File: src/pmw_params.svh
// Purpose: Constants for the bus master handshake and wake event block
// Assumes: 40 MHz system clock, figures below are in nanoseconds, cycles or bits
// Notes:   Definitions only, included by bare name
//
// What this block does
// - Drive bus request low whenever a master transfer needs the bus.
// - Wake event output is active low open drain, pulls low or releases.
// - Pull the wake event output low when an internal power event occurs.
// - Wake enable bit 18 of the wake control register selects network wake mode.
// - In network wake mode a received wake frame asserts the wake event output.
// - Protocol select bit 17 picks the first convention when set, second when clear.
// - Address and data share the multiplexed lines, address phase then data phases.
// - Command in address phase, byte enables in data phases, driven by initiator.
// - The bus master holds frame active until its final data phase, then releases it.
// - The master asserts initiator ready when ready for the current data transfer.
// - All bus signals are sampled and driven on the rising clock edge.
// - During reset all bus outputs except req_n, which is held high, float and open drain outputs are released.
`ifndef PMW_PARAMS_SVH
`define PMW_PARAMS_SVH

// ==========================================================
// Timing
`define PMW_CLK_PERIOD_NS   25
`define PMW_WAKE_PULSE_NS   1000
`define PMW_WAKE_PULSE_CYC  ((`PMW_WAKE_PULSE_NS + `PMW_CLK_PERIOD_NS - 1) / `PMW_CLK_PERIOD_NS)

// ==========================================================
// Wake control register field positions
`define PMW_WAKE_EN_BIT     18
`define PMW_WAKE_PROTO_BIT  17

// ==========================================================
// Bus encodings and reset values
`define PMW_CMD_WRITE_BIT   0
`define PMW_CMD_CFG_READ    4'ha
`define PMW_CMD_CFG_WRITE   4'hb
`define PMW_AD_RST          32'h0000_0000
`define PMW_CBE_RST         4'hf

`endif

File: src/pmw_pkg.sv
// Purpose: Types shared by the bus master handshake block
// Assumes: Nothing beyond SystemVerilog
// Notes:   Used by scoped name only
package pmw_pkg;

    // ==========================================================
    // Master sequencer states
    typedef enum logic [2:0] {
        st_idle,
        st_req,
        st_addr,
        st_data,
        st_turn
    } pmw_state_e;

endpackage

File: src/pmw_wake_event.sv
// Purpose: Open drain power management event output with network wake mode
// Assumes: Event inputs are synchronous single-cycle or level strobes
// Notes:   Pulse convention when protocol select is set, level otherwise
`timescale 1ns/1ps
`include "pmw_params.svh"

module pmw_wake_event #(
    parameter int PULSE_CYC = `PMW_WAKE_PULSE_CYC
) (
    input  wire logic sys_clk,
    input  wire logic nrst,
    input  wire logic wake_lan_enable,
    input  wire logic wake_protocol_select,
    input  wire logic wake_frame,
    input  wire logic pm_event,
    input  wire logic pme_clear,
    output logic      pme_n_o,
    output logic      pme_n_oe
);

    localparam int CW = $clog2(PULSE_CYC + 1);

    logic          oe_q,    oe_d;
    logic          pulse_q, pulse_d;
    logic [CW-1:0] cnt_q,   cnt_d;
    logic          fire;

    // Event sources: internal event, or wake frame in wake mode
    assign fire = pm_event || (wake_lan_enable && wake_frame);

    // Next state of the event driver
    always_comb begin
        oe_d    = oe_q;
        pulse_d = pulse_q;
        cnt_d   = cnt_q;
        if (oe_q && pulse_q) begin
            cnt_d = cnt_q - CW'(1);
            if (cnt_q == CW'(1)) begin
                oe_d = 1'b0;
            end
        end else if (oe_q && pme_clear) begin
            oe_d = 1'b0; // Level held until software clears
        end
        if (fire) begin // Set wins over clear
            oe_d    = 1'b1;
            pulse_d = wake_protocol_select;
            cnt_d   = CW'(PULSE_CYC);
        end
    end

    // Registers; released after reset
    always_ff @(posedge sys_clk or negedge nrst) begin
        if (!nrst) begin
            oe_q    <= 1'b0;
            pulse_q <= 1'b0;
            cnt_q   <= '0;
        end else begin
            oe_q    <= oe_d;
            pulse_q <= pulse_d;
            cnt_q   <= cnt_d;
        end
    end

    // Open drain: only ever drives low
    assign pme_n_oe = oe_q;
    assign pme_n_o  = 1'b0;

    // ==========================================================
    // Assertions
    a_pme_on_event: assert property (@(posedge sys_clk) disable iff (!nrst)
        pm_event |=> pme_n_oe) else $error("event did not pull wake line low");
    a_wake_frame_fires: assert property (@(posedge sys_clk) disable iff (!nrst)
        (wake_lan_enable && wake_frame) |=> pme_n_oe) else $error("wake frame ignored");
    a_wake_mode_gate: assert property (@(posedge sys_clk) disable iff (!nrst)
        (!pme_n_oe && !pm_event && !(wake_lan_enable && wake_frame)) |=> !pme_n_oe)
        else $error("wake line asserted outside wake mode");
    a_pulse_length: assert property (@(posedge sys_clk) disable iff (!nrst)
        (fire && wake_protocol_select) |=> pme_n_oe[*8]) else $error("pulse too short");
    a_level_hold: assert property (@(posedge sys_clk) disable iff (!nrst)
        (pme_n_oe && !pulse_q && !pme_clear) |=> pme_n_oe) else $error("level dropped early");
    c_pulse_mode: cover property (@(posedge sys_clk) disable iff (!nrst)
        fire && wake_protocol_select);
endmodule

File: src/pmw_bus_master.sv
// Purpose: Bus master request/grant, address/data sequencing and wake output
// Assumes: Inputs synchronous to sys_clk; target ready sampled as an input
// Notes:   One transaction per request; target stop and parity not handled
`timescale 1ns/1ps
`include "pmw_params.svh"

module pmw_bus_master #(
    parameter int LEN_W     = 5,
    parameter int PULSE_CYC = `PMW_WAKE_PULSE_CYC
) (
    input  wire logic             sys_clk,
    input  wire logic             nrst,
    // Arbitration
    output logic                  req_n,
    input  wire logic             gnt_n,
    input  wire logic             idsel,
    // Multiplexed address/data
    input  wire logic [31:0]      ad_i,
    output logic      [31:0]      ad_o,
    output logic                  ad_oe,
    // Command / byte enables
    input  wire logic [3:0]       cbe_n_i,
    output logic      [3:0]       cbe_n_o,
    output logic                  cbe_n_oe,
    // Frame and ready strobes
    input  wire logic             frame_n_i,
    output logic                  frame_n_o,
    output logic                  frame_n_oe,
    input  wire logic             irdy_n_i,
    output logic                  irdy_n_o,
    output logic                  irdy_n_oe,
    input  wire logic             trdy_n,
    // Power management event
    output logic                  pme_n_o,
    output logic                  pme_n_oe,
    // User transfer port
    input  wire logic             xfer_start,
    input  wire logic [3:0]       xfer_cmd,
    input  wire logic [31:0]      xfer_addr,
    input  wire logic [LEN_W-1:0] xfer_len,
    input  wire logic [3:0]       xfer_be_n,
    input  wire logic [31:0]      wr_data,
    output logic                  wr_take,
    output logic      [31:0]      rd_data,
    output logic                  rd_valid,
    output logic                  xfer_busy,
    output logic                  xfer_done,
    output logic                  cfg_hit,
    // Wake control
    input  wire logic             wake_lan_enable,
    input  wire logic             wake_protocol_select,
    input  wire logic             wake_frame,
    input  wire logic             pm_event,
    input  wire logic             pme_clear
);

    pmw_pkg::pmw_state_e st_q, st_d;

    logic [3:0]       cmd_q,      cmd_d;
    logic [31:0]      addr_q,     addr_d;
    logic [LEN_W-1:0] rem_q,      rem_d;
    logic [3:0]       be_q,       be_d;
    logic             req_n_q,    req_n_d;
    logic [31:0]      ad_q,       ad_d;
    logic             ad_oe_q,    ad_oe_d;
    logic [3:0]       cbe_q,      cbe_d;
    logic             cbe_oe_q,   cbe_oe_d;
    logic             frame_q,    frame_d;
    logic             frame_oe_q, frame_oe_d;
    logic             irdy_q,     irdy_d;
    logic             irdy_oe_q,  irdy_oe_d;
    logic             take_q,     take_d;
    logic [31:0]      rdat_q,     rdat_d;
    logic             rval_q,     rval_d;
    logic             busy_q,     busy_d;
    logic             done_q,     done_d;
    logic             cfg_q,      cfg_d;
    logic             fprev_q,    fprev_d;
    logic             is_write;
    logic             bus_idle;

    // ==========================================================
    // Decode helpers
    assign is_write = cmd_q[`PMW_CMD_WRITE_BIT];
    assign bus_idle = frame_n_i && irdy_n_i;

    // ==========================================================
    // Master sequencer next state
    always_comb begin
        st_d       = st_q;
        cmd_d      = cmd_q;
        addr_d     = addr_q;
        rem_d      = rem_q;
        be_d       = be_q;
        req_n_d    = req_n_q;
        ad_d       = ad_q;
        ad_oe_d    = ad_oe_q;
        cbe_d      = cbe_q;
        cbe_oe_d   = cbe_oe_q;
        frame_d    = frame_q;
        frame_oe_d = frame_oe_q;
        irdy_d     = irdy_q;
        irdy_oe_d  = irdy_oe_q;
        take_d     = 1'b0;
        rdat_d     = rdat_q;
        rval_d     = 1'b0;
        busy_d     = busy_q;
        done_d     = 1'b0;
        case (st_q)
            pmw_pkg::st_idle: begin
                if (xfer_start && (xfer_len != '0)) begin
                    cmd_d   = xfer_cmd;
                    addr_d  = xfer_addr;
                    rem_d   = xfer_len;
                    be_d    = xfer_be_n;
                    req_n_d = 1'b0;
                    busy_d  = 1'b1;
                    st_d    = pmw_pkg::st_req;
                end
            end
            pmw_pkg::st_req: begin
                // Take the bus only on grant with no tenure in progress
                if (!gnt_n && bus_idle) begin
                    req_n_d    = 1'b1;
                    frame_d    = 1'b0;
                    frame_oe_d = 1'b1;
                    ad_d       = addr_q;
                    ad_oe_d    = 1'b1;
                    cbe_d      = cmd_q;
                    cbe_oe_d   = 1'b1;
                    irdy_d     = 1'b1;
                    irdy_oe_d  = 1'b1;
                    st_d       = pmw_pkg::st_addr;
                end
            end
            pmw_pkg::st_addr: begin
                irdy_d = 1'b0;
                cbe_d  = be_q;
                if (is_write) begin
                    ad_d   = wr_data;
                    take_d = 1'b1;
                end else begin
                    ad_oe_d = 1'b0; // Turnaround for target read data
                end
                if (rem_q == LEN_W'(1)) begin
                    frame_d = 1'b1; // Last phase: frame off, irdy on
                end
                st_d = pmw_pkg::st_data;
            end
            pmw_pkg::st_data: begin
                if (!trdy_n) begin
                    if (!is_write) begin
                        rdat_d = ad_i;
                        rval_d = 1'b1;
                    end
                    rem_d = rem_q - LEN_W'(1);
                    if (rem_q == LEN_W'(1)) begin
                        irdy_d   = 1'b1;
                        ad_oe_d  = 1'b0;
                        cbe_oe_d = 1'b0;
                        done_d   = 1'b1;
                        st_d     = pmw_pkg::st_turn;
                    end else begin
                        if (is_write) begin
                            ad_d   = wr_data;
                            take_d = 1'b1;
                        end
                        if (rem_q == LEN_W'(2)) begin
                            frame_d = 1'b1;
                        end
                    end
                end
            end
            pmw_pkg::st_turn: begin
                // Irdy driven high one cycle, frame high since the last data phase; both now released
                frame_oe_d = 1'b0;
                irdy_oe_d  = 1'b0;
                busy_d     = 1'b0;
                st_d       = pmw_pkg::st_idle;
            end
            default: begin
                st_d = pmw_pkg::st_idle;
            end
        endcase
    end

    // Configuration cycle seen at start of another master's frame
    always_comb begin
        fprev_d = frame_n_i;
        cfg_d   = idsel && fprev_q && !frame_n_i && !frame_oe_q &&
                  ((cbe_n_i == `PMW_CMD_CFG_READ) || (cbe_n_i == `PMW_CMD_CFG_WRITE));
    end

    // ==========================================================
    // Registers, all on the rising edge
    always_ff @(posedge sys_clk or negedge nrst) begin
        if (!nrst) begin
            st_q       <= pmw_pkg::st_idle;
            cmd_q      <= 4'h0;
            addr_q     <= `PMW_AD_RST;
            rem_q      <= '0;
            be_q       <= 4'h0;
            req_n_q    <= 1'b1;
            ad_q       <= `PMW_AD_RST;
            ad_oe_q    <= 1'b0;
            cbe_q      <= `PMW_CBE_RST;
            cbe_oe_q   <= 1'b0;
            frame_q    <= 1'b1;
            frame_oe_q <= 1'b0;
            irdy_q     <= 1'b1;
            irdy_oe_q  <= 1'b0;
            take_q     <= 1'b0;
            rdat_q     <= `PMW_AD_RST;
            rval_q     <= 1'b0;
            busy_q     <= 1'b0;
            done_q     <= 1'b0;
            cfg_q      <= 1'b0;
            fprev_q    <= 1'b1;
        end else begin
            st_q       <= st_d;
            cmd_q      <= cmd_d;
            addr_q     <= addr_d;
            rem_q      <= rem_d;
            be_q       <= be_d;
            req_n_q    <= req_n_d;
            ad_q       <= ad_d;
            ad_oe_q    <= ad_oe_d;
            cbe_q      <= cbe_d;
            cbe_oe_q   <= cbe_oe_d;
            frame_q    <= frame_d;
            frame_oe_q <= frame_oe_d;
            irdy_q     <= irdy_d;
            irdy_oe_q  <= irdy_oe_d;
            take_q     <= take_d;
            rdat_q     <= rdat_d;
            rval_q     <= rval_d;
            busy_q     <= busy_d;
            done_q     <= done_d;
            cfg_q      <= cfg_d;
            fprev_q    <= fprev_d;
        end
    end

    // Outputs straight from flops
    assign req_n      = req_n_q;
    assign ad_o       = ad_q;
    assign ad_oe      = ad_oe_q;
    assign cbe_n_o    = cbe_q;
    assign cbe_n_oe   = cbe_oe_q;
    assign frame_n_o  = frame_q;
    assign frame_n_oe = frame_oe_q;
    assign irdy_n_o   = irdy_q;
    assign irdy_n_oe  = irdy_oe_q;
    assign wr_take    = take_q;
    assign rd_data    = rdat_q;
    assign rd_valid   = rval_q;
    assign xfer_busy  = busy_q;
    assign xfer_done  = done_q;
    assign cfg_hit    = cfg_q;

    // ==========================================================
    // Wake event output
    pmw_wake_event #(
        .PULSE_CYC (PULSE_CYC)
    ) u_wake (
        .sys_clk              (sys_clk),
        .nrst                 (nrst),
        .wake_lan_enable      (wake_lan_enable),
        .wake_protocol_select (wake_protocol_select),
        .wake_frame           (wake_frame),
        .pm_event             (pm_event),
        .pme_clear            (pme_clear),
        .pme_n_o              (pme_n_o),
        .pme_n_oe             (pme_n_oe)
    );

    // ==========================================================
    // Assertions
    a_req_on_start: assert property (@(posedge sys_clk) disable iff (!nrst)
        (st_q == pmw_pkg::st_idle && xfer_start && xfer_len != '0) |=> !req_n ##1 1'b1)
        else $error("request not raised for transfer");
    a_req_until_gnt: assert property (@(posedge sys_clk) disable iff (!nrst)
        (st_q == pmw_pkg::st_req && gnt_n) |=> !req_n) else $error("request dropped before grant");
    a_frame_after_gnt: assert property (@(posedge sys_clk) disable iff (!nrst)
        $rose(frame_n_oe) |-> $past(!gnt_n && frame_n_i && irdy_n_i)) else $error("frame without idle grant");
    a_frame_tenure: assert property (@(posedge sys_clk) disable iff (!nrst)
        (st_q == pmw_pkg::st_data && rem_q > LEN_W'(1)) |-> (frame_n_oe && !frame_n_o))
        else $error("frame released mid tenure");
    a_irdy_data: assert property (@(posedge sys_clk) disable iff (!nrst)
        (st_q == pmw_pkg::st_data) |-> (irdy_n_oe && !irdy_n_o)) else $error("irdy not asserted");
    a_addr_phase: assert property (@(posedge sys_clk) disable iff (!nrst)
        (st_q == pmw_pkg::st_addr) |-> (ad_oe && ad_o == addr_q)) else $error("address not driven");
    a_cmd_then_be: assert property (@(posedge sys_clk) disable iff (!nrst)
        (st_q == pmw_pkg::st_addr) |-> (cbe_n_o == cmd_q) ##1 (cbe_n_o == be_q && cbe_n_oe))
        else $error("command or byte enables wrong");
    a_reset_float: assert property (@(posedge sys_clk)
        !nrst |-> !(ad_oe || cbe_n_oe || frame_n_oe || irdy_n_oe || pme_n_oe) && req_n)
        else $error("output driven during reset");
    a_read_capture: assert property (@(posedge sys_clk) disable iff (!nrst)
        (st_q == pmw_pkg::st_data && !trdy_n && !is_write) |=> (rd_valid && rd_data == $past(ad_i)))
        else $error("read data not captured on edge");

    c_write_burst: cover property (@(posedge sys_clk) disable iff (!nrst)
        xfer_done && is_write && $past(st_q == pmw_pkg::st_data, 2));
    c_read_single: cover property (@(posedge sys_clk) disable iff (!nrst) rd_valid && xfer_done);
    c_cfg_seen: cover property (@(posedge sys_clk) disable iff (!nrst) cfg_hit);
endmodule

File: config.mk
export PLATFORM = sky130hd
export DESIGN_NAME = pmw_bus_master
export DESIGN_NICKNAME = d
export VERILOG_FILES = /design/src/pmw_pkg.sv /design/src/pmw_wake_event.sv /design/src/pmw_bus_master.sv
export VERILOG_INCLUDE_DIRS = /design/src
export SDC_FILE = /design/constraint.sdc
export NUM_CORES = 1
export LEC_CHECK = 0
export BUFFER_PORTS_ARGS = -buffer_cell sky130_fd_sc_hd__buf_2
export CAP_MARGIN = 15
export CORE_UTILIZATION = 45
export CTS_CLUSTER_DIAMETER = 30
export DETAILED_ROUTE_END_ITERATION = 12
export PLACE_DENSITY = 0.76
export REMOVE_ABC_BUFFERS = 1
export SYNTH_ARGS = -nofsm -noshare
export SYNTH_HDL_FRONTEND = slang
export SYNTH_SLANG_ARGS = --single-unit
File: constraint.sdc
create_clock -name sys_clk -period 3.4 [get_ports sys_clk]
set_input_delay 0.68 -clock sys_clk [delete_from_list [all_inputs] [get_ports sys_clk]]
set_output_delay 0.68 -clock sys_clk [all_outputs]
set_load 0.01 [all_outputs]
# [After elaboration in Yosys (flattened, before gate mapping)]
# Cells that the tools add are included.
[word_totals] register_bits=136 word_cells=135 input_bits=126
[classes] n_reduce_logical=40 add_sub_neg=2 muxes=50 n_eq_ne=18 bitwise=2
[ops] op="32-bit 2-to-1 mux" n=4
[ops] op="32-bit one-hot mux with 3 select lines" n=1
[ops] op="1-bit 2-to-1 mux" n=25
[ops] op="2-bit != test (second input constant)" n=8
[ops] op="4-bit AND reduction" n=4
[ops] op="2-bit nonzero test" n=7
[ops] op="3-bit 2-to-1 mux" n=4
[ops] op="6-bit 2-to-1 mux" n=2
[ops] op="3-bit one-hot mux with 4 select lines" n=1
[ops] op="1-bit logical AND" n=10
[ops] op="5-bit 2-to-1 mux" n=2
[ops] op="1-bit one-hot mux with 2 select lines" n=5
[ops] op="5-bit one-hot mux with 2 select lines" n=1
[ops] op="2-bit AND reduction" n=5
[ops] op="1-bit one-hot mux with 3 select lines" n=3
[ops] op="3-bit AND reduction" n=3
[ops] op="4-bit equality test (second input constant)" n=2
[ops] op="4-bit one-hot mux with 2 select lines" n=1
[ops] op="3-bit by 2-bit equality test with 1-bit output (second input constant)" n=2
[ops] op="6-bit by 1-bit equality test with 1-bit output (second input constant)" n=1
[ops] op="6-bit AND reduction" n=1
[ops] op="3-bit nonzero test" n=2
[ops] op="6-bit by 1-bit subtractor with 6-bit output (second input constant)" n=1
[ops] op="5-bit by 1-bit equality test with 1-bit output (second input constant)" n=1
[ops] op="12 further kinds" n=16

# [Logic depth before layout (Yosys ltp)]
[depth] word_depth=5 ltp_mapped=7

# [Cells and area by module]
# From an unflattened synthesis, not the netlist that was laid out.
[hier_totals] cells_unflattened=478 hier_area_um2=6039.5
[modules_own_cells] mod="pmw_bus_master" area_per_inst_um2=5620.4 cells_per_inst=435 n_inst=1
[modules_own_cells] mod="pmw_wake_event" area_per_inst_um2=419.2 cells_per_inst=43 n_inst=1

# [Least setup slack after synthesis]
# Ideal clock, no wire load.
[synth_timing] path_kind="input -> register" startpoint="input xfer_len[1]" endpoint="register addr_q[0]" path_buffers=1 setup_ps=125 arrival_ps=2018 required_time_ps=3275 path_stages=4 path_slack_ps=1258 cell_sequence="or4_4 o2111ai_4 buf_6 mux2_2"
[synth_between] elab_chain_cells=3
[synth_lines] element="start: declaration" line="pmw_bus_master.sv:40" text="input wire logic [LEN_W-1:0] xfer_len,"
[synth_lines] element="5-bit nonzero test" line="pmw_bus_master.sv:111" text="if (xfer_start && (xfer_len != '0)) begin"
[synth_lines] element="1-bit logical AND" line="pmw_bus_master.sv:111"
[synth_lines] element="2-bit AND reduction (no source line)"
[synth_lines] element="end signal: assignment" line="pmw_bus_master.sv:200" text="addr_q <= `PMW_AD_RST;"
[synth_lines] element="end signal: assignment" line="pmw_bus_master.sv:222" text="addr_q <= addr_d;"
[synth_lines] element="end: declaration" line="pmw_bus_master.sv:60" text="logic [31:0] addr_q, addr_d;"
# No other way between the ends.
# A chain may end at the register's enable or synchronous reset.

# [Worst setup path in the final report]
[layout_timing] startpoint="register st_q[2]" endpoint="register ad_q[5] (netlist: ad_o[5])"
[layout_between] elab_chain_cells=3 elab_cells_between_ends=9 cone_classes="eq/ne (6); mux (1); reduce/logical (2)"
[layout_lines] element="start: declaration" line="pmw_bus_master.sv:57" text="pmw_pkg::pmw_state_e st_q, st_d;"
[layout_lines] element="start signal: assignment" line="pmw_bus_master.sv:198" text="st_q <= pmw_pkg::st_idle;"
[layout_lines] element="start signal: assignment" line="pmw_bus_master.sv:220" text="st_q <= st_d;"
[layout_lines] element="3-bit by 2-bit equality test with 1-bit output / 3-bit by 1-bit equality test with 1-bit output (equally long branches)" line="pmw_bus_master.sv:109" text="case (st_q)"
[layout_lines] element="2-bit != test (no source line) / 3-bit nonzero test (equally long branches)"
[layout_lines] element="4-bit AND reduction (no source line)"
[layout_lines] element="end signal: assignment" line="pmw_bus_master.sv:204" text="ad_q <= `PMW_AD_RST;"
[layout_lines] element="end: declaration" line="pmw_bus_master.sv:64" text="logic [31:0] ad_q, ad_d;"
# Several ways; a longest one is shown, not always the timed one.

==> impl_results.md <==
* Top achievable clock speed at between 0.4 and 0.5 GHz
* Number of setup violations in the final report at 0
* Min Clock Period, post-route at roughly 2400 ps
* Count of unique library cells instantiated by Yosys at 50
* Nets at a little over 800
* EDFF count, synth at 0
* Maximum clock path buffer count at 2
* Static Leakage at 0.003819 uW
* Setup slack, reg-to-reg at 990 ps
* Detailed-route wire length at approximately 14 mm
* Detailed placement HPWL at between 9 and 10 mm
* Data arrival time of the critical path at about 2700 ps
* Result of the run: completed
* Number of antenna violations at the first check in global routing at 0
* IR drop worst, VDD at 0.5416 mV
* RSZ-0062 raised after global routing: no
* Post-detailed-route count of antenna-violating nets at 0
* Post-synthesis instance area at around 6000 sq um
* Cells resized by post-CTS repair at 0
* Biggest area consumer among synthesized cells: dfrtp_1
* Transition at the pin with the smallest max-transition slack at approximately 770 ps
* DRC violation count after routing at 0
* Layout fillers at between 1000 and 1500
* Cts hold-fix bufs at 0
* Cell area after layout at around 7800 sq um
* Via density per instance at 5.057
* Vias after detailed routing at between 4000 and 5000
* Critical setup path kind: flop to flop
* Sequential fraction of the synthesis area at 0.5676
* Overall power of the completed layout at 7484 uW
* Root Buffer: clkbuf_16
* Overflow left after global routing at 0
* Largest net degree at the start of global routing at just under 60
* Final number of hold-violating endpoints at 0
* Cell with the most instances after synthesis: dfrtp_1
* Category of the worst setup path capture point: flop
* Number of H-tree levels at 4
* Diode count at 0
* Max capacitance violation total at 0
* Largest fanout on the critical path at 32
* Endpoint of the lowest-slack register-to-register path: ad_o[5]
* Number of pins with negative max-slew slack in the final report at 0
* Endpoint required time on the critical path at 3690 ps
* Clock buffers created by TritonCTS at 17
* Core box area at between 10000 and 15000 sq um
* Max Clock Skew at about 8.6 ps
* Post-DP Area at between 7000 and 8000 sq um
* Number of global-route vias before repair at 4715
* Reg2reg start: st_q[2]
* Overall die width at roughly 120 microns
* Warnings from Yosys at 0
* Clock transition at the registers of the reported paths at around 60 ps
* Length in cells of the worst reg-to-reg path at 5
* Async set-reset flop share out of synthesis at 1.000
* TritonRoute pass-1 iters at 4
* Effective utilization at floorplan at 0.4689
* Avg WL per Cell at 16.11 microns
* Gate count of the mapped netlist at a little under 500
* Proportion of netlist area held by the largest area contributor at 0.5327
* Worst-skew pair later-pin latency at roughly 420 ps
* Top cells by instance count after synthesis: 128 x dfrtp_1, 105 x nand2_1, 77 x mux2_2
* Post CTS Setup Buffer Count at 0
* Number of placed instances with taps included at around 850
* Final clock period utilization by the worst path at 0.7088
* Growth of design area from synthesis to finish at 29.21%
* Synthesis-stage register bit count at between 100 and 150
* TritonCTS clock tree: yes
* Cell Rows at 41
* Share of layout cells above drive strength 1 at 0.4767
* Total Neg Setup Slack at 0 ps
* Worst Setup Start Kind: flop
* Power per Cell Area at ~960 nW/um^2
* DIE AREA at ~14000 sq um
* Final core utilization at 0.6059
* Final standard cell count with taps included and fillers excluded at approximately 900
* Global-route usage over all layers at 0.2142
* Slew Limit Headroom at 0.4828
* Worst hold-check path type: input port to async pin
* Largest cells by area after synthesis: dfrtp_1 53%, mux2_2 14%, mux2_1 6.6%, nand2_1 6.6%, dfstp_2 3.5%
* Buffers on Ports at approximately 210
* Average size of a mapped cell at ~12 sq um
* Number of top-level pins at ~210
* Wire length of the first global-routing pass at between 20 and 25 mm
* Primary FF master, synth: dfrtp_1
* CTS sink cnt at roughly 140
* Final weighted congestion in routability-driven placement at 0.8193
* Die height at 117.6 microns
* Initial DRC count at about 220
-- logic make-up (layout without fill, tap and decap cells) --
kind of cell    Yosys count  after routing  synth area share
flops                   136            136            0.5676
mux                     115            115            0.2147
buf+inv                  34            254           0.03412
xor+xnor                  5              5          0.007282
other cells               1              1         0.0006236
fa+ha+maj                 5              5           0.01040
simple gates            157            157            0.1196
compound gates           34             34           0.04557
-- power breakdown --
part           internal [uW]  switching [uW]
clock                   1230             663
sequential              2410             446
combinational           1360            1380
-- cell usage in the layout (no fill, tap or decap), types with 4 or more instances in the layout --
cell type,n
dfrtp_1,128
a21oi_1,5
nor2_1,18
inv_1,8
nor3_1,6
mux2_1,35
mux2_2,77
clkinv_2,4
dfstp_2,8
buf_2,204
clkbuf_8,4
o21ai_0,7
clkbuf_16,17
nand2_1,105
o21ai_1,4
nor2b_1,7
a221o_1,4
ha_1,5
xnor2_1,4
buf_4,9
-- critical path, cell delays in order (launching register included) --
cell,delay [ps]
dfrtp_1,580
nand2b_1,490
nor2_1,130
a311oi_4,210
buf_4,470
mux2_1,390
-- registers in the layout, summed over array words and instances, names as in the netlist, 3 cells and up --
name / cells
st_q: 3
u_wake.cnt_q: 6
addr_q: 32
be_q: 4
rem_q: 5
ad_o: 32
cmd_q: 4
rd_data: 32
cbe_n_o: 4
-- routing by layer --
metal	track usage	up-vias	part of all wire
li1	-	2075	-
met1	0.2546	2197	0.40
met2	0.3602	150	0.51
met3	0.06783	23	0.065
met4	0.08574	0	0.017
met5	0	-	0
-- worst max path at each step --
stage,slack (ps),endpoint,start
after floorplan,420,ad_o[0],st_q[1]
after global placement,800,rem_q[0],xfer_len[1]
after detailed placement,750,rem_q[3],xfer_len[1]
after CTS,960,ad_o[5],st_q[2]
after global routing,810,ad_o[5],st_q[2]
final,990,ad_o[5],st_q[2]
-- through the flow --
stage | setup slack [ps] | hold WS (ps)
after CTS | 958.2 | 231.2
after global routing | 808.9 | 236.8
after floorplan | 419.1 | 384.4
final | 990.2 | 210.1
after detailed placement | 748.7 | 472.9
after global placement | 801.6 | 463.6
-- area by class of cell --
type | count | area [sq um] | area share
flip-flops and latches | 136 | 3413 | 0.4393
multi-input cells | 317 | 2402 | 0.3092
well taps | 172 | 215.2 | 0.02770
repair buffers | 214 | 1100 | 0.1415
inverters | 8 | 30.03 | 0.003865
clock buffers | 24 | 491.7 | 0.06329
clock inverters | 8 | 117.6 | 0.01514
No activity file was read; power rests on OpenSTA's default activity.
